`src/verilog/pc_stack_pkg.sv`:
```
package pc_stack_pkg;
	// Widths and stack depth
	localparam int PC_WIDTH = 13;
	localparam int PAGE_BITS = 11;
	localparam int HIGH_WIDTH = 5;
	localparam int STACK_DEPTH = 8;
	localparam int PTR_WIDTH = 3;
	localparam int DATA_WIDTH = 8;
	localparam int EFF_ADDR_WIDTH = 9;
	// Field positions
	localparam int PAGE_SEL_BIT = 3;
	localparam int BANK_SEL_BIT = 7;
	// Reset values and other constants
	localparam logic [12:0] PC_RESET = 13'h0000;
	localparam logic [7:0] HOLD_RESET = 8'h00;
	localparam logic [7:0] FILE_PTR_RESET = 8'h00;
	localparam logic [7:0] INDIRECT_SELF = 8'h00;
	localparam logic [7:0] SELF_READ_VALUE = 8'h00;
	localparam logic [12:0] PC_ONE = 13'h0001;

	// Sequencing operations from the decoder
	typedef enum logic [2:0] {
		OP_NEXT,
		OP_HOLD,
		OP_JUMP,
		OP_CALL,
		OP_INTR,
		OP_RETURN,
		OP_LOW_WRITE
	} seq_op_e;
endpackage

```
`src/verilog/program_counter_stack_indirect.sv`:
```
`timescale 1ns/1ps
module program_counter_stack_indirect
	import pc_stack_pkg::*;
#(
	parameter int DEPTH = STACK_DEPTH
) (
	input wire logic mclk,
	input wire logic reset_n,
	input wire logic op_valid,
	input wire seq_op_e op,
	input wire logic [PAGE_BITS-1:0] target_addr,
	input wire logic [PC_WIDTH-1:0] intr_vector,
	input wire logic [DATA_WIDTH-1:0] low_write_data,
	input wire logic hold_write,
	input wire logic [DATA_WIDTH-1:0] hold_write_data,
	input wire logic pointer_write,
	input wire logic [DATA_WIDTH-1:0] pointer_write_data,
	input wire logic [DATA_WIDTH-1:0] status_in,
	input wire logic indirect_read,
	input wire logic indirect_write,
	input wire logic [DATA_WIDTH-1:0] indirect_wdata,
	input wire logic [DATA_WIDTH-1:0] file_rdata,
	output logic [PC_WIDTH-1:0] program_counter,
	output logic [DATA_WIDTH-1:0] counter_low_byte,
	output logic [DATA_WIDTH-1:0] upper_address_holding,
	output logic [DATA_WIDTH-1:0] file_pointer,
	output logic [EFF_ADDR_WIDTH-1:0] eff_addr,
	output logic file_read,
	output logic file_write,
	output logic [DATA_WIDTH-1:0] file_wdata,
	output logic [DATA_WIDTH-1:0] indirect_rdata,
	output logic indirect_rdata_valid
);
	logic [PC_WIDTH-1:0] pc_reg;
	logic [PC_WIDTH-1:0] pc_next;
	logic [DATA_WIDTH-1:0] hold_reg;
	logic [DATA_WIDTH-1:0] fp_reg;
	logic [PC_WIDTH-1:0] stack_top;
	logic do_push;
	logic do_pop;
	logic [EFF_ADDR_WIDTH-1:0] eff_addr_reg;
	logic file_read_reg;
	logic file_write_reg;
	logic [DATA_WIDTH-1:0] file_wdata_reg;
	logic rd_pending_reg;
	logic rd_self_reg;
	logic [DATA_WIDTH-1:0] ind_rdata_reg;
	logic ind_valid_reg;
	logic self_addr;

	// Page target: holding bit three, then a zero bit, over eleven instruction bits
	function automatic logic [PC_WIDTH-1:0] page_target(
		input logic [DATA_WIDTH-1:0] hold,
		input logic [PAGE_BITS-1:0] addr
	);
		page_target = {hold[PAGE_SEL_BIT], 1'b0, addr};
	endfunction

	// Stack strobes
	assign do_push = op_valid && (op == OP_CALL || op == OP_INTR);
	assign do_pop = op_valid && op == OP_RETURN;

	return_stack #(
		.DEPTH(DEPTH),
		.WIDTH(PC_WIDTH)
	) u_stack (
		.mclk(mclk),
		.reset_n(reset_n),
		.push(do_push),
		.pop(do_pop),
		.push_data(pc_reg),
		.top_data(stack_top)
	);

	// Next counter value
	always_comb begin
		pc_next = pc_reg;
		if (op_valid) begin
			case (op)
				OP_NEXT: begin
					pc_next = pc_reg + PC_ONE;
				end
				OP_HOLD: begin
					pc_next = pc_reg;
				end
				OP_JUMP, OP_CALL: begin
					pc_next = page_target(hold_reg, target_addr);
				end
				OP_INTR: begin
					pc_next = intr_vector;
				end
				OP_RETURN: begin
					pc_next = stack_top;
				end
				OP_LOW_WRITE: begin
					// High part comes only from holding register
					pc_next = {hold_reg[HIGH_WIDTH-1:0], low_write_data};
				end
				default: begin
					pc_next = pc_reg;
				end
			endcase
		end
	end

	// Program counter
	always_ff @(posedge mclk) begin
		if (!reset_n) begin
			pc_reg <= PC_RESET;
		end else begin
			pc_reg <= pc_next;
		end
	end

	// Holding register, written only by software
	always_ff @(posedge mclk) begin
		if (!reset_n) begin
			hold_reg <= HOLD_RESET;
		end else if (hold_write) begin
			hold_reg <= hold_write_data;
		end
	end

	// File pointer
	always_ff @(posedge mclk) begin
		if (!reset_n) begin
			fp_reg <= FILE_PTR_RESET;
		end else if (pointer_write) begin
			fp_reg <= pointer_write_data;
		end
	end

	assign self_addr = fp_reg == INDIRECT_SELF;

	// Indirect access toward register file
	always_ff @(posedge mclk) begin
		if (!reset_n) begin
			eff_addr_reg <= '0;
			file_read_reg <= 1'b0;
			file_write_reg <= 1'b0;
			file_wdata_reg <= '0;
		end else begin
			// Bank bit is read but forced low here
			eff_addr_reg <= {status_in[BANK_SEL_BIT] & 1'b0, fp_reg};
			file_read_reg <= indirect_read && !self_addr;
			file_write_reg <= indirect_write && !self_addr;
			file_wdata_reg <= indirect_wdata;
		end
	end

	// Read returns one cycle after file strobe
	always_ff @(posedge mclk) begin
		if (!reset_n) begin
			rd_pending_reg <= 1'b0;
			rd_self_reg <= 1'b0;
			ind_rdata_reg <= '0;
			ind_valid_reg <= 1'b0;
		end else begin
			rd_pending_reg <= indirect_read;
			rd_self_reg <= self_addr;
			ind_valid_reg <= rd_pending_reg;
			if (rd_pending_reg) begin
				ind_rdata_reg <= rd_self_reg ? SELF_READ_VALUE
					: file_rdata;
			end
		end
	end

	// Outputs straight from flip-flops
	assign program_counter = pc_reg;
	assign counter_low_byte = pc_reg[DATA_WIDTH-1:0];
	assign upper_address_holding = hold_reg;
	assign file_pointer = fp_reg;
	assign eff_addr = eff_addr_reg;
	assign file_read = file_read_reg;
	assign file_write = file_write_reg;
	assign file_wdata = file_wdata_reg;
	assign indirect_rdata = ind_rdata_reg;
	assign indirect_rdata_valid = ind_valid_reg;

	// Counter advances by one on a plain step
	a_pc_increment: assert property (
		@(posedge mclk) disable iff (!reset_n)
		op_valid && op == OP_NEXT |=> pc_reg == $past(pc_reg) + PC_ONE)
		else $error("counter did not advance by one");

	// Counter holds with no op or a hold op
	a_pc_idle: assert property (
		@(posedge mclk) disable iff (!reset_n)
		(!op_valid || op == OP_HOLD) |=> pc_reg == $past(pc_reg))
		else $error("counter moved without an op");

	// Page bit on jumps and calls, old holding value used
	a_jump_page: assert property (
		@(posedge mclk) disable iff (!reset_n)
		op_valid && (op == OP_JUMP || op == OP_CALL) |=>
		pc_reg == {$past(hold_reg[PAGE_SEL_BIT]), 1'b0, $past(target_addr)})
		else $error("jump target page wrong");

	// Eleven target bits on jumps and calls
	a_jump_low: assert property (
		@(posedge mclk) disable iff (!reset_n)
		op_valid && (op == OP_JUMP || op == OP_CALL) |=>
		pc_reg[PAGE_BITS-1:0] == $past(target_addr))
		else $error("jump target offset wrong");

	// Low byte write takes high part from holding
	a_low_write: assert property (
		@(posedge mclk) disable iff (!reset_n)
		op_valid && op == OP_LOW_WRITE |=>
		pc_reg == {$past(hold_reg[HIGH_WIDTH-1:0]), $past(low_write_data)})
		else $error("low byte write did not load high part");

	// Interrupt branch loads its vector
	a_intr_vector: assert property (
		@(posedge mclk) disable iff (!reset_n)
		op_valid && op == OP_INTR |=> pc_reg == $past(intr_vector))
		else $error("interrupt vector not loaded");

	// Call then return lands on the calling address
	a_call_return: assert property (
		@(posedge mclk) disable iff (!reset_n)
		op_valid && op == OP_CALL && !hold_write ##1
		op_valid && op == OP_RETURN |=> pc_reg == $past(pc_reg, 2))
		else $error("return did not restore full counter");

	// Interrupt then return resumes the interrupted address
	a_intr_return: assert property (
		@(posedge mclk) disable iff (!reset_n)
		op_valid && op == OP_INTR ##1
		op_valid && op == OP_RETURN |=> pc_reg == $past(pc_reg, 2))
		else $error("return from interrupt lost address");

	// Every return kind loads the stack top
	a_pop_restore: assert property (
		@(posedge mclk) disable iff (!reset_n)
		op_valid && op == OP_RETURN |=> pc_reg == $past(stack_top))
		else $error("return did not load stack top");

	// Stack traffic leaves the holding register alone
	a_hold_stable: assert property (
		@(posedge mclk) disable iff (!reset_n)
		(do_push || do_pop) && !hold_write |=> $stable(hold_reg))
		else $error("holding register changed on stack op");

	// Software write reaches the holding register
	a_hold_load: assert property (
		@(posedge mclk) disable iff (!reset_n)
		hold_write |=> hold_reg == $past(hold_write_data))
		else $error("holding register write lost");

	// Software write reaches the file pointer
	a_pointer_load: assert property (
		@(posedge mclk) disable iff (!reset_n)
		pointer_write |=> fp_reg == $past(pointer_write_data))
		else $error("file pointer write lost");

	// Indirect read forwarded with pointer address
	a_ind_read: assert property (
		@(posedge mclk) disable iff (!reset_n)
		indirect_read && !self_addr |=> file_read_reg
		&& eff_addr_reg[DATA_WIDTH-1:0] == $past(fp_reg))
		else $error("indirect read not forwarded");

	// Indirect write forwarded with address and data
	a_ind_write: assert property (
		@(posedge mclk) disable iff (!reset_n)
		indirect_write && !self_addr |=> file_write_reg
		&& eff_addr_reg[DATA_WIDTH-1:0] == $past(fp_reg)
		&& file_wdata_reg == $past(indirect_wdata))
		else $error("indirect write not forwarded");

	// No file strobe without an indirect access
	a_no_read: assert property (
		@(posedge mclk) disable iff (!reset_n)
		!indirect_read |=> !file_read_reg)
		else $error("file read without indirect read");

	a_no_write: assert property (
		@(posedge mclk) disable iff (!reset_n)
		!indirect_write |=> !file_write_reg)
		else $error("file write without indirect write");

	// Read data returns two cycles after the request
	a_read_data: assert property (
		@(posedge mclk) disable iff (!reset_n)
		indirect_read && !self_addr |-> ##2 ind_valid_reg
		&& ind_rdata_reg == $past(file_rdata))
		else $error("indirect read data wrong");

	// Valid only ever follows a request
	a_valid_pulse: assert property (
		@(posedge mclk) disable iff (!reset_n)
		!indirect_read |-> ##2 !ind_valid_reg)
		else $error("read valid without request");

	// Self-addressed read yields zero, no file strobe
	a_self_read: assert property (
		@(posedge mclk) disable iff (!reset_n)
		indirect_read && self_addr |-> ##2 ind_valid_reg
		&& ind_rdata_reg == SELF_READ_VALUE)
		else $error("self indirect read not zero");

	a_self_no_read: assert property (
		@(posedge mclk) disable iff (!reset_n)
		indirect_read && self_addr |=> !file_read_reg)
		else $error("self indirect read reached file");

	// Self-addressed write stores nothing
	a_self_write: assert property (
		@(posedge mclk) disable iff (!reset_n)
		indirect_write && self_addr |=> !file_write_reg)
		else $error("self indirect write reached file");

	// Bank bit never reaches the effective address
	a_bank_ignored: assert property (
		@(posedge mclk) disable iff (!reset_n)
		1'b1 |=> eff_addr_reg == {1'b0, $past(fp_reg)})
		else $error("effective address wrong");

	// Main scenarios reached
	c_call: cover property (@(posedge mclk) do_push);
	c_return: cover property (@(posedge mclk) do_pop);
	c_self_read: cover property (@(posedge mclk) indirect_read && self_addr);
	c_nine_push: cover property (@(posedge mclk) do_push [*8] ##1 do_push);
	c_intr: cover property (@(posedge mclk) op_valid && op == OP_INTR);
endmodule

```
`src/verilog/return_stack.sv`:
```
`timescale 1ns/1ps
module return_stack
	import pc_stack_pkg::*;
#(
	parameter int DEPTH = STACK_DEPTH,
	parameter int WIDTH = PC_WIDTH
) (
	input wire logic mclk,
	input wire logic reset_n,
	input wire logic push,
	input wire logic pop,
	input wire logic [WIDTH-1:0] push_data,
	output logic [WIDTH-1:0] top_data
);
	logic [WIDTH-1:0] entry_mem [DEPTH];
	logic [PTR_WIDTH-1:0] ptr_reg;
	logic [PTR_WIDTH-1:0] top_idx;

	// Top entry sits one below the write pointer
	assign top_idx = ptr_reg - {{(PTR_WIDTH-1){1'b0}}, 1'b1};
	assign top_data = entry_mem[top_idx];

	// Pointer wraps, no overflow flag
	always_ff @(posedge mclk) begin
		if (!reset_n) begin
			ptr_reg <= '0;
		end else if (push) begin
			ptr_reg <= ptr_reg + {{(PTR_WIDTH-1){1'b0}}, 1'b1};
		end else if (pop) begin
			ptr_reg <= top_idx;
		end
	end

	// Entry storage, ninth push overwrites first
	always_ff @(posedge mclk) begin
		if (push) begin
			entry_mem[ptr_reg] <= push_data;
		end
	end

	a_stack_wrap: assert property (
		@(posedge mclk) disable iff (!reset_n)
		push && !pop |=> ptr_reg == $past(ptr_reg) + 3'h1)
		else $error("stack pointer did not advance with wrap");
	// Top shows the pushed value in the pop cycle itself
	a_push_pop: assert property (
		@(posedge mclk) disable iff (!reset_n)
		push && !pop ##1 pop && !push |-> top_data == $past(push_data))
		else $error("pop did not return last pushed value");
endmodule

```
`config.mk`:
```
export PLATFORM = sky130hd
export DESIGN_NAME = program_counter_stack_indirect
export DESIGN_NICKNAME = d
export VERILOG_FILES = /design/src/verilog/pc_stack_pkg.sv /design/src/verilog/program_counter_stack_indirect.sv /design/src/verilog/return_stack.sv
export SDC_FILE = /design/constraint.sdc
export NUM_CORES = 1
export LEC_CHECK = 0
export BUFFER_PORTS_ARGS = -buffer_cell sky130_fd_sc_hd__buf_4
export CAP_MARGIN = 0
export CORE_MARGIN = 4
export CORE_UTILIZATION = 40
export DETAILED_ROUTE_END_ITERATION = 8
export HOLD_SLACK_MARGIN = 0.05
export PLACE_DENSITY = 0.65
export REMOVE_ABC_BUFFERS = 1
export SKIP_LAST_GASP = 1
export SLEW_MARGIN = 25
export SYNTH_ARGS = -nofsm -noshare
export SYNTH_HDL_FRONTEND = slang
export SYNTH_HIERARCHICAL = 1
export SYNTH_SLANG_ARGS = --single-unit
```
`constraint.sdc`:
```
create_clock -name mclk -period 3.26 [get_ports mclk]
set_clock_uncertainty 0.15 [all_clocks]
set_input_delay 0.326 -clock mclk [delete_from_list [all_inputs] [get_ports mclk]]
set_output_delay 0.326 -clock mclk [all_outputs]
set_load 0.01 [all_outputs]
```
---- Word level (Yosys, flattened, before mapping) ----
Memories as Yosys holds them, arrays and structs flattened.
Index checks and enable logic that the tools add are counted.
word-level totals
  bits in registers ....................... 62
  memory bits (writable) .................. 104
  input bits .............................. 82
  output and inout bits ................... 65
  memories ................................ 1
operators by class
  $add $sub $neg .......................... 3
  eq/ne operators ......................... 5
  mux-type cells .......................... 6
  reduce and logical (&&, ||, !) cells .... 12
memory list
  memory             depth  bits a word  read ports  clocked after Yosys merged registers in  write ports  line                text
  u_stack.entry_mem  8      13           1           0                                        1            return_stack.sv:15  logic [WIDTH-1:0] entry_mem [DEPTH];
operators by type and width
  operator                                                                number
  13-bit case mux with 5 select lines                                     1
  13-bit by 1-bit adder with 13-bit output (second input constant)        1
  3-bit equality test (second input constant)                             3
  8-bit zero test                                                         1
  8-bit two-way mux                                                       1
  3-bit by 2-bit equality test with 1-bit output (second input constant)  2
  3-bit two-way mux                                                       2
  5-bit nonzero test                                                      1
  1-bit logical AND                                                       4
  3-bit by 1-bit adder with 3-bit output (second input constant)          1
  3-bit zero test                                                         1
  3-bit by 1-bit subtractor with 3-bit output (second input constant)     1
  1-bit two-way mux                                                       2
  2-bit AND reduction                                                     1
  2-bit nonzero test                                                      1
  2-bit OR reduction                                                      1
  1-bit zero test                                                         1
  1-bit logical OR                                                        1

---- Longest topological paths before layout ----
Gate-level depths: netlist of run 1.
  word-level depth ........................ 5
  gate-level depth with buffers ........... 13
  gate-level depth less buffers ........... 9

---- Modules after synthesis ----
Netlist of run 1, hierarchy kept.
by module, submodules not included
  module                          times used  cells an instance  area an instance (µm²)  sequential area each (µm²)
  return_stack                    1           272                4349.2                  3183.1
  program_counter_stack_indirect  1           308                2795.2                  1161.1

---- Worst setup path before layout of run 1 ----
Ideal clock, no wire load.
  kind .................................... register to register
  start point ............................. register u_stack.ptr_reg[0]
  end point ............................... register pc_reg[1] (netlist: program_counter[1])
  setup time .............................. 0.117 ns
  data arrival time ....................... 2.647 ns
  required time ........................... 2.993 ns
  path slack .............................. 0.345 ns
  stages on the path, launching flop included .. 13
  path buffers ............................ 4
  clock period less this slack ............ 2.915 ns
  cells stage by stage .................... dfxtp_1 -> clkbuf_1 -> inv_2 -> clkbuf_1 -> ha_1 -> buf_2 -> buf_2 -> mux2i_1 -> nand3_1 -> and4_1 -> mux4_2 -> a21oi_1 -> o21ai_1
on the way
  cells in the longest elaborated chain, start to end .. 3
ends and longest elaborated chain
  item                                         line                                   text
  start, declared                              return_stack.sv:16                     logic [PTR_WIDTH-1:0] ptr_reg;
  start signal, assigned                       return_stack.sv:28                     ptr_reg <= ptr_reg + {{(PTR_WIDTH-1){1'b0}}, 1'b1};
  start signal, assigned                       return_stack.sv:30                     ptr_reg <= top_idx;
  3-bit by 1-bit subtractor with 3-bit output  return_stack.sv:20                     assign top_idx = ptr_reg - {{(PTR_WIDTH-1){1'b0}}, 1'b1};
  memory read 8 x 13 bit                       -
  named net stack_top[1]                       program_counter_stack_indirect.sv:38   logic [PC_WIDTH-1:0] stack_top;
  13-bit case mux with 5 select lines          program_counter_stack_indirect.sv:79   case (op)
  end signal, assigned                         program_counter_stack_indirect.sv:111  pc_reg <= pc_next;
  end, declared                                program_counter_stack_indirect.sv:34   logic [PC_WIDTH-1:0] pc_reg;
The timed path passes the listed nets, and every way through them passes these cells.
A chain may end at the register's enable or synchronous reset.

---- Worst setup path after layout of run 1 ----
  start point ............................. register u_stack.ptr_reg[1]
  end point ............................... register pc_reg[1] (netlist: program_counter[1])
Same word-level chain as after synthesis.

==> metrics.md, run 1 <==
| Metric | Value |
|---|---|
| Outcome | finished, final reports clean |
| Most common library cells after synthesis | 104 x edfxtp_1, 78 x mux2i_1, 61 x dfxtp_1 |
| Main synth FF type | edfxtp_1 |
| Vias in the first global route | 5441 |
| H-tree depth | 4 |
| Top cells by area, synth | edfxtp_1 44%, dfxtp_1 17%, mux2i_1 11% |
| Drt initial violations | 381 |
| CP Class | flip-flop to flip-flop |
| Cell area power density | 530 mW/mm^2 |
| Die Wd | 142 um |
| Vias/cell | 5.38 |
| Max Cap Violations | 0 |
| NumNets Final | 831 |
| Slack of the critical path | 0.716 ns |
| Layout cells sized above 1 | 28.2% |
| Resized Gates After CTS | 0 |
| Largest Register | u_stack/entry_mem |
| Setup-failing EPs final | 0 |
| Clock latency on the worst-skew pair | 0.42 ns |
| #FFs+latches synth | 165 |
| Rows | 48 |
| Crit start category | flip-flop |
| Gr ovfl total | 0 |
| Global Route Usage Sum | 19.0% |
| Syn Area/Cell | 12.3 sq um |
| GPL Wtd Cong | 0.849 |
| Post-synth EDFFs | 104 |
| TritonCTS clock tree | built |
| # diodes | 0 |
| Crit path time final | 2.54 ns |
| DRC viols | 0 |
| Via count | 5290 |
| Final Util | 53.4% |
| Yosys Warn Count | 6 |
| WP data required | 3.41 ns |
| Post-route clock period utilization | 78.1% |
| Placed cells | 918 |
| Mapped cell area | 0.00714 sq mm |
| CTS sink cnt | 165 |
| Post-synth ARST share | 0% |
| Final Hold Fails | 0 |
| Largest net degree at the start of global routing | 33 |
| CP max FO | 24 |
| Area Growth Syn to Fin | 30.1% |
| Starting density of the core | 41.0% |
| Worst hold path type | input pin to flip-flop |
| Top-count cell post-synth | edfxtp_1 |
| # Post-CTS Setup Buffers | 0 |
| CP endpoint kind | flip-flop |
| Sequential element share of the synthesized area | 60.8% |
| Ports | 147 |
| Post-route ant nets | 0 |
| Final slew viol count | 0 |
| Total wire length | 18.9 mm |
| Finished Layout Cells | 984 |
| Initial antenna violation count | 0 |
| FMAX | 393 MHz |
| Yosys top cell area share | 43.7% |
| Yosys cell types | 59 |
| Pleak | 3.59 nW |
| Clk buf depth | 2 |
| Tot Pwr | 4.93 mW |
| Clk root buf | clkbuf_16 |
| I/O Buffers | 137 |
| Rel. slew slack | 36.1% |
| TritonRoute pass-1 iters | 4 |
| Cell count after synthesis | 580 |
| Die span in y | 142 um |
| Number of flip-flops in the largest register | 104 |
| Die area | 0.0201 sq mm |
| RSZ-0062 raised after global routing | no |
| Worst slack, placed | 0.746 ns |
| Total CTS buffers | 17 |
| Worst IR drop on VDD | 0.414 mV |
| Largest area contributor in the netlist | edfxtp_1 |
| Filler cells | 1477 |
| Clock transition at the registers of the reported paths | 0.06 ns |
| Dpl hpwl | 12.5 mm |
| Worst Tran Pin Value | 0.953 ns |
| First-pass GRT wire length | 29.4 mm |
| Critical path data arrival time | 2.70 ns |
| Core area | 0.0174 sq mm |
| Wire per inst | 19.2 um |
metal layers:
metal | vias up | wire length, um | GRT usage (%)
li1 | 2468 | - | -
met5 | - | 0 | 0
met4 | 0 | 333 | 5.71
met3 | 24 | 1550 | 5.46
met1 | 2579 | 7960 | 24.2
met2 | 219 | 9030 | 31.6
cell families (layout without fill, tap and decap cells):
| kind of cell | Yosys count | count (layout) | synth area share [%] |
|---|---|---|---|
| simple gates | 196 | 196 | 15.0 |
| flops | 165 | 165 | 60.8 |
| compound gates | 80 | 80 | 7.51 |
| mux | 79 | 79 | 11.2 |
| buf+inv | 53 | 232 | 4.24 |
| fa+ha+maj | 3 | 3 | 0.525 |
| xor+xnor | 3 | 3 | 0.578 |
| other cells | 1 | 1 | 0.0525 |
placed cells by master, fill, tap and decap left out, drive strengths merged, types with 2 or more instances in the layout:
| cell | netlist | routed |
|---|---|---|
| nand3b | 2 | 2 |
| and3 | 4 | 4 |
| a32oi | 4 | 4 |
| a21o | 4 | 4 |
| nor2b | 12 | 12 |
| nor3b | 2 | 2 |
| a31oi | 3 | 3 |
| nand4 | 4 | 4 |
| dfxtp | 61 | 61 |
| xnor2 | 2 | 2 |
| and4 | 14 | 14 |
| clkinv | 0 | 8 |
| o21ai | 19 | 19 |
| a221oi | 4 | 4 |
| mux2i | 78 | 78 |
| and2 | 21 | 21 |
| ha | 3 | 3 |
| nor2 | 42 | 42 |
| a21oi | 29 | 29 |
| clkbuf | 15 | 23 |
| dlygate4sd3 | 0 | 34 |
| nor3 | 6 | 6 |
| o211ai | 2 | 2 |
| nor4 | 4 | 4 |
| inv | 8 | 9 |
| o22ai | 6 | 6 |
| o31a | 3 | 3 |
| nand2 | 21 | 21 |
| nand3 | 59 | 59 |
| buf | 30 | 158 |
| edfxtp | 104 | 104 |
| nand2b | 3 | 3 |
final timing paths:
kind                              to  slack [ns]          startpoint  cells past startpoint
setup / recovery  program_counter[1]        0.72  u_stack/ptr_reg[1]                      9
hold reg to reg    indirect_rdata[6]        0.35   indirect_rdata[6]                      2
hold / removal    program_counter[0]         0.1      target_addr[0]                      3
setup reg to reg  program_counter[1]        0.72  u_stack/ptr_reg[1]                      9
critical path: stages, from the launching register on:
cell and delay, ns:
dfxtp_1 0.37, inv_1 0.08, ha_2 0.38, buf_12 0.21
mux2i_1 0.22, nand3_1 0.09, and4_1 0.22, mux4_2 0.44
a21oi_1 0.18, o21ai_1 0.08
where the power goes:
group,switching [mW],internal (mW)
clock network,0.791,1.11
logic,0.350,0.332
registers,0.0642,2.28
per-stage QoR:
step	area (sq um)	TNS, ns	hold WS [ns]
after CTS	9300	0	0.0835
final	9300	0	0.0965
after detailed placement	8380	0	0.341
after floorplan	6870	-14.24	0.298
after global placement	8380	0	0.326
after global routing	9300	0	0.105
repair_timing:
action / in CTS / in global routing
hold buffers: 34 / 0
endpoints found under the hold margin: 34 / 0
endpoints found under the setup margin: 0 / 0
area by class of cell:
| cell class | instances | area, sq um | area share [%] |
|---|---|---|---|
| Sequential cell | 165 | 4340 | 46.7 |
| Multi-Input combinational cell | 362 | 2510 | 27.0 |
| Timing Repair Buffer | 192 | 1550 | 16.7 |
| Clock buffer | 23 | 512 | 5.51 |
| Tap cell | 225 | 282 | 3.03 |
| Clock inverter | 9 | 66.3 | 0.713 |
| Inverter | 8 | 30.0 | 0.323 |
No activity file was read; power rests on OpenSTA's default activity.
==> run 2: changes to the inputs <==
==> constraint.sdc (replaced) <==
create_clock -name mclk -period 2.65 [get_ports mclk]
set_clock_uncertainty 0.15 [all_clocks]
set_input_delay 0.265 -clock mclk [delete_from_list [all_inputs] [get_ports mclk]]
set_output_delay 0.265 -clock mclk [all_outputs]
set_load 0.01 [all_outputs]
==> run 2 against run 1 <==
Effect of this change:
- design area up 2.4%
- clock power up 25%
- global-route usage up 1.1 points
- sequential share of layout area down 1.1 points
- combinational power up 36%
- non-clock buffer count up 20
- via count up 1.9%
- first-iteration DRC count down 28%
- register-to-register slack worse by 0.56 ns
- largest power group unchanged
==> metrics.md, run 2 (same netlist as run 1, synthesis figures left out) <==
| Metric | Value |
|---|---|
| Pleak | 3.69 nW (+2.8%) |
| Filler cells | 1431 (-3.1%) |
| Sw Pwr | 1.59 mW (+32%) |
| Post-route clock period utilization | 94.0% (+16 points) |
| Total CTS buffers | 17 (unchanged) |
| Clk buf depth | 2 (unchanged) |
| GPL Wtd Cong | 0.838 (-1.3%) |
| Gr ovfl total | 0 (unchanged) |
| Worst Tran Pin Value | 0.645 ns (-0.308 ns) |
| Clock latency on the worst-skew pair | 0.43 ns (about the same) |
| Starting density of the core | 41.0% (unchanged) |
| I/O Buffers | 137 (unchanged) |
| Largest Register | u_stack/entry_mem |
| Slack of the critical path | 0.159 ns (-0.556 ns) |
| Clock network fraction of total power | 38.5% (about the same) |
| Combinational share of power | 15.0% (+1.2 points) |
| CP max FO | 12 (-50%) |
| FMAX | 401 MHz (+2.2%) |
| Hold wc startpoint | hold_write |
| Die Wd | 142 um (unchanged) |
| CP Class | flip-flop to flip-flop |
| CTS sink cnt | 165 (unchanged) |
| Total wire length | 19.7 mm (+4.5%) |
| Internal power | 4.58 mW (+23%) |
| Largest net degree at the start of global routing | 33 (unchanged) |
| Final Hold Fails | 0 (unchanged) |
| Beginning of the critical path | u_stack/ptr_reg[1] |
| Clk root buf | clkbuf_16 |
| Register area | 0.00434 sq mm (unchanged) |
| Resized Gates After CTS | 0 (unchanged) |
| # Post-CTS Setup Buffers | 0 (unchanged) |
| Via count | 5390 (+1.9%) |
| Wire per inst | 19.6 um (+2.4%) |
| Dpl hpwl | 12.9 mm (+3.0%) |
| Area Growth Syn to Fin | 33.2% |
| Cell area power density | 648 mW/mm^2 (+22%) |
| Critical path data arrival time | 2.66 ns (-0.04 ns) |
| Worst slack, placed | 0.154 ns (-0.592 ns) |
| Rel. slew slack | 56.9% (+21 points) |
| Rows | 48 (unchanged) |
| Outcome | finished, final reports clean |
| Vias/cell | 5.37 (-0.14%) |
| Setup-failing EPs final | 0 (unchanged) |
| Core area | 0.0174 sq mm (unchanged) |
| H-tree depth | 4 (unchanged) |
| Crit path time final | 2.49 ns (-0.0536 ns) |
| Worst hold path type | input pin to flip-flop |
| Clock transition at the registers of the reported paths | 0.06 ns (about the same) |
| DRC viols | 0 (unchanged) |
| Die area | 0.0201 sq mm (unchanged) |
| Area of the multi-input gates | 0.00251 sq mm (unchanged) |
| Vias in the first global route | 5502 (+1.1%) |
| # diodes | 0 (unchanged) |
| TritonCTS clock tree | built |
| Layout cells sized above 1 | 28.9% (+0.69 points) |
| Net Sw Frac | 25.7% (+1.3 points) |
| Max Cap Violations | 0 (unchanged) |
| Final slew viol count | 0 (unchanged) |
| Crit start category | flip-flop |
| CP endpoint kind | flip-flop |
| Most frequent cells in the layout | 162 x buf_4, 104 x edfxtp_1, 78 x mux2i_1 |
| RR Startpoint | u_stack/ptr_reg[1] |
| TritonRoute pass-1 iters | 5 (+1) |
| Initial antenna violation count | 0 (unchanged) |
| Post-route ant nets | 0 (unchanged) |
| RSZ-0062 raised after global routing | no |
| NumNets Final | 851 (+2.4%) |
| Die span in y | 142 um (unchanged) |
| Global Route Usage Sum | 20.1% (+1.1 points) |
| Most common cell after layout, fill and taps aside | buf_4 |
| Number of flip-flops in the largest register | 104 (unchanged) |
| WP data required | 2.82 ns (-0.59 ns) |
| Worst IR drop on VDD | 0.512 mV (+24%) |
| First-pass GRT wire length | 30.9 mm (+5.2%) |
| Sequential share of power | 46.5% (-1.0 points) |
| Ports | 147 (unchanged) |
| Setup TNS Final | 0 ns (unchanged) |
| Drt initial violations | 273 (-28%) |
[run 2: cell types whose count changed in the layout (fill, tap and decap cells not counted), moves of 2 or more]
cell           previous run  this run
inv_8                     0         3
inv_6                     0         2
dlygate4sd3_1            34        44
buf_12                    2         5
clkbuf_8                  2         0
buf_4                   156       162
[run 2: repair_timing]
| item | CTS | global route |
|---|---|---|
| setup endpoints to repair | 0 | 1 |
| hold buffers | 44 | 0 |
| endpoints found under the hold margin | 36 | 0 |
[run 2: power by group through the flow]
stage	Combinational (mW)	Clock, mW	Sequential, mW
final	0.925	2.38	2.87
after global routing	0.997	2.54	2.87
after CTS	0.910	2.42	2.87
after detailed placement	0.850	0	2.92
after global placement	0.839	0	2.92
after floorplan	0.406	0	2.95
[run 2: worst paths after layout]
| check | endpoint | slack [ns] | depth (start not counted) |
|---|---|---|---|
| worst min register to register | indirect_rdata[6] | 0.35 | 2 |
| worst min-delay path | upper_address_holding[3] | 0.07 | 3 |
| worst max register to register | program_counter[1] | 0.16 | 9 |
| worst max-delay path | program_counter[1] | 0.16 | 9 |
[run 2: layout make-up]
| class | instances | share of cell area (%) |
|---|---|---|
| inverter | 8 | 0.315 |
| tap | 225 | 2.96 |
| clock inverter | 15 | 1.54 |
| clock buffer | 17 | 4.47 |
| timing repair buffer | 212 | 18.7 |
| multi-input combinational | 362 | 26.4 |
| sequential | 165 | 45.6 |
[run 2: per-stage QoR]
step / total power, mW / hold WS (ns) / utilization [%] / instances / instance area (sq um)
2_1_floorplan: 3.35 / 0.237 / - / 535 / 6870
3_3_place_gp: 3.75 / 0.324 / 48.7 / 927 / 8480
3_5_place_dp: 3.77 / 0.326 / 48.7 / 927 / 8480
4_1_cts: 6.20 / 0.0543 / 54.5 / 1003 / 9490
5_1_grt: 6.41 / 0.0733 / 54.7 / 1004 / 9520
6_report: 6.17 / 0.0706 / 54.7 / 1004 / 9520
[run 2: metal layers]
metal  global-route usage (%)  part of all wire, %  vias up
li1                         -                    -     2513
met4                     6.77                  2.1        0
met3                     5.76                  8.3       37
met2                     32.6                   47      218
met1                     26.0                   42     2622
met5                        0                    0        -
[run 2: worst max-delay path: stages, from the launching register on]
cell and delay [ns]:
dfxtp_1 0.37, inv_1 0.07, ha_2 0.42, buf_12 0.19, mux2i_1 0.19, nand3_1 0.08
and4_1 0.22, mux4_2 0.44, a21oi_1 0.16, o21ai_1 0.07
==> run 3: changes to the inputs <==
--- a/config.mk
+++ b/config.mk
@@ -5,6 +5,7 @@
 export SDC_FILE = /design/constraint.sdc
 export NUM_CORES = 1
 export LEC_CHECK = 0
+export ABC_AREA = 1
 export BUFFER_PORTS_ARGS = -buffer_cell sky130_fd_sc_hd__buf_4
 export CAP_MARGIN = 0
 export CORE_MARGIN = 4
==> run 3 against run 2 <==
Effect of this change:
- combinational power fell by 2%
- via count rose by 17%
- largest cell class unchanged
- largest power group unchanged
- critical path type unchanged
- utilization shrank 0.34 points
- clock power up 4%
==> metrics.md, run 3 <==
| Metric | Value |
|---|---|
| Clock latency on the worst-skew pair | 0.42 ns (about the same) |
| Cell area power density | 629 mW/mm^2 (-2.9%) |
| First-pass GRT wire length | 32.0 mm (+3.6%) |
| Most common cell after layout, fill and taps aside | nand2_1 |
| Main combinational cell family by area after synthesis | simple AND/OR/NAND/NOR gates |
| CP endpoint kind | flip-flop |
| Worst path max stage delay | 0.39 ns (-0.05 ns) |
| Sequential element share of the synthesized area | 57.6% (-3.2 points) |
| Top cells by area, synth | edfxtp_1 41%, dfxtp_1 16%, nand2_1 15% |
| Global Route Usage Sum | 18.9% (-1.2 points) |
| Largest area contributor in the netlist | edfxtp_1 |
| Via count | 6297 (+17%) |
| Die Wd | 145 um (+2.6%) |
| Filler cells | 1625 (+14%) |
| Rows | 49 (+2.1%) |
| Post-synth EDFFs | 104 (unchanged) |
| Post-route ant nets | 0 (unchanged) |
| Post-route clock period utilization | 89.8% (-4.2 points) |
| Hold Slack | 0.0899 ns (+0.0192 ns) |
| Rel. slew slack | 60.4% (+3.5 points) |
| RSZ-0062 raised after global routing | no |
| Cell count after synthesis | 897 (+55%) |
| #FFs+latches synth | 165 (unchanged) |
| Core area | 0.0183 sq mm (+4.9%) |
| DRC viols | 0 (unchanged) |
| Yosys top cell area share | 41.4% (-2.3 points) |
| Area of the multi-input gates | 0.00232 sq mm (-7.4%) |
| Simple-gate share of the synthesized area | 25.2% (+10 points) |
| Yosys cell types | 31 (-47%) |
| GPL Wtd Cong | 0.847 (+1.0%) |
| Critical path data arrival time | 2.58 ns (-0.08 ns) |
| Number of flip-flops in the largest register | 104 (unchanged) |
| Worst hold path type | input pin to flip-flop |
| Largest Register | u_stack/entry_mem |
| Resized Gates After CTS | 0 (unchanged) |
| Die span in y | 145 um (+2.6%) |
| H-tree depth | 4 (unchanged) |
| Crit path time final | 2.38 ns (-0.111 ns) |
| CP Cell Sequence | inv_1 -> ha_1 -> inv_2 -> buf_4 -> nand3_1 -> nand2_1 -> nand2_1 -> nand2_1 -> nand2_1 -> nand4_1 -> nor2_1 -> a21oi_1 |
| Die area | 0.0211 sq mm (+5.3%) |
| Dpl hpwl | 13.5 mm (+4.7%) |
| TritonRoute pass-1 iters | 5 (unchanged) |
| Drt initial violations | 283 (+3.7%) |
| Adder-cell share of the synthesized area | 0.498% (-0.028 points) |
| Ports | 147 (unchanged) |
| Worst IR drop on VDD | 0.476 mV (-7.1%) |
| CTS sink cnt | 165 (unchanged) |
| Top-count cell post-synth | nand2_1 |
| Post-synth ARST share | 0% (unchanged) |
| Post-synthesis compound-gate area fraction | 4.48% (-3.0 points) |
| Pleak | 4.80 nW (+30%) |
| Worst slack, placed | 0.360 ns (+0.206 ns) |
| Setup-failing EPs final | 0 (unchanged) |
| # diodes | 0 (unchanged) |
| FMAX | 420 MHz (+4.7%) |
| Yosys Warn Count | 6 (unchanged) |
| CP max FO | 18 (+6) |
| Clock transition at the registers of the reported paths | 0.06 ns (about the same) |
| Main synth FF type | edfxtp_1 |
| CP Class | flip-flop to flip-flop |
| Mux cell area share after synthesis | 0% (-11 points) |
| Hold_buf cts | 51 (+16%) |
| Slowest cell on crit path | dfxtp_1 |
| Worst Tran Pin Value | 0.595 ns (-0.0506 ns) |
| Outcome | finished, final reports clean |
| Wire per inst | 14.9 um (-24%) |
| Vias in the first global route | 6161 (+12%) |
| NumNets Final | 1180 (+39%) |
| Final slew viol count | 0 (unchanged) |
| Largest net degree at the start of global routing | 56 (+70%) |
| Clk root buf | clkbuf_16 |
| Setup TNS Final | 0 ns (unchanged) |
| Final Hold Fails | 0 (unchanged) |
| Gr ovfl total | 0 (unchanged) |
| Initial antenna violation count | 0 (unchanged) |
| Total CTS buffers | 17 (unchanged) |
| Starting density of the core | 41.3% (+0.27 points) |
| Slack of the critical path | 0.270 ns (+0.111 ns) |
| Most frequent cells in the layout | 292 x nand2_1, 169 x buf_4, 147 x inv_1 |
| Max Cap Violations | 0 (unchanged) |
| Area Growth Syn to Fin | 31.5% |
| Synth Area in XOR/XNOR | 0.564% (-0.014 points) |
| TritonCTS clock tree | built |
| Most common library cells after synthesis | 292 x nand2_1, 147 x inv_1, 104 x edfxtp_1 |
| Register area | 0.00435 sq mm (about the same) |
| Total wire length | 19.9 mm (+0.86%) |
| Clk buf depth | 2 (unchanged) |
| I/O Buffers | 137 (unchanged) |
| WP data required | 2.85 ns (+0.03 ns) |
| # Post-CTS Setup Buffers | 0 (unchanged) |
| Crit start category | flip-flop |
| Vias/cell | 4.71 (-12%) |
| Most frequent CP cell | nand2_1 |
| Layout cells sized above 1 | 19.9% (-9.0 points) |
| Syn Area/Cell | 8.41 sq um (-32%) |
| Mapped cell area | 0.00754 sq mm (+5.6%) |
## run 3: final cells by class
cell class	count	share of cell area [%]
Multi-Input combinational cell	533	23.4
Inverter	158	5.98
Timing Repair Buffer	220	17.9
Tap cell	229	2.89
Clock inverter	11	1.26
Sequential cell	165	43.8
Clock buffer	21	4.74
## run 3: report_power, final
group	total, mW	switching [mW]	internal, mW
logic	0.909	0.518	0.390
registers	2.87	0.0544	2.81
clock network	2.47	1.00	1.47
## run 3: worst paths after layout
| path | from | endpoint | slack [ns] | cells after the start |
|---|---|---|---|---|
| hold / removal | intr_vector[11] | program_counter[11] | 0.09 | 5 |
| setup reg to reg | u_stack/ptr_reg[1] | program_counter[7] | 0.27 | 12 |
| hold reg to reg | indirect_rdata[1] | indirect_rdata[1] | 0.32 | 2 |
| setup / recovery | u_stack/ptr_reg[1] | program_counter[7] | 0.27 | 12 |
## run 3: metal layers
metal / global-route usage [%] / up-vias / part of all wire, %
met5: 0 / - / 0
met4: 4.94 / 0 / 1.3
met3: 6.42 / 18 / 7.6
met2: 31.1 / 208 / 47
met1: 24.2 / 2884 / 44
li1: - / 3187 / -
## run 3: cells by family after synthesis
| family | after synthesis |
|---|---|
| and+or+nand+nor | 462 |
| buffers and inverters | 199 |
| other | 1 |
| AOI/OAI and AO/OA | 63 |
| xor gates and xnor gates | 4 |
| adders and majority gates | 3 |
| DFF | 165 |
## run 3: critical path: cells and delay by family, from the launching register on
kind / cells / cell delay [ns]
buf+inv: 3 / 0.69
simple gates: 7 / 0.61
flops: 1 / 0.39
fa+ha+maj: 1 / 0.34
compound gates: 1 / 0.13
## run 3: metrics by stage
step / total power [mW] / utilization (%) / area, sq um / instances
5_1_grt: 6.51 / 54.3 / 9920 / 1337
3_5_place_dp: 3.76 / 48.3 / 8820 / 1254
2_1_floorplan: 3.34 / - / 7260 / 856
6_report: 6.24 / 54.3 / 9920 / 1337
4_1_cts: 6.29 / 54.3 / 9920 / 1337
3_3_place_gp: 3.75 / 48.3 / 8820 / 1254
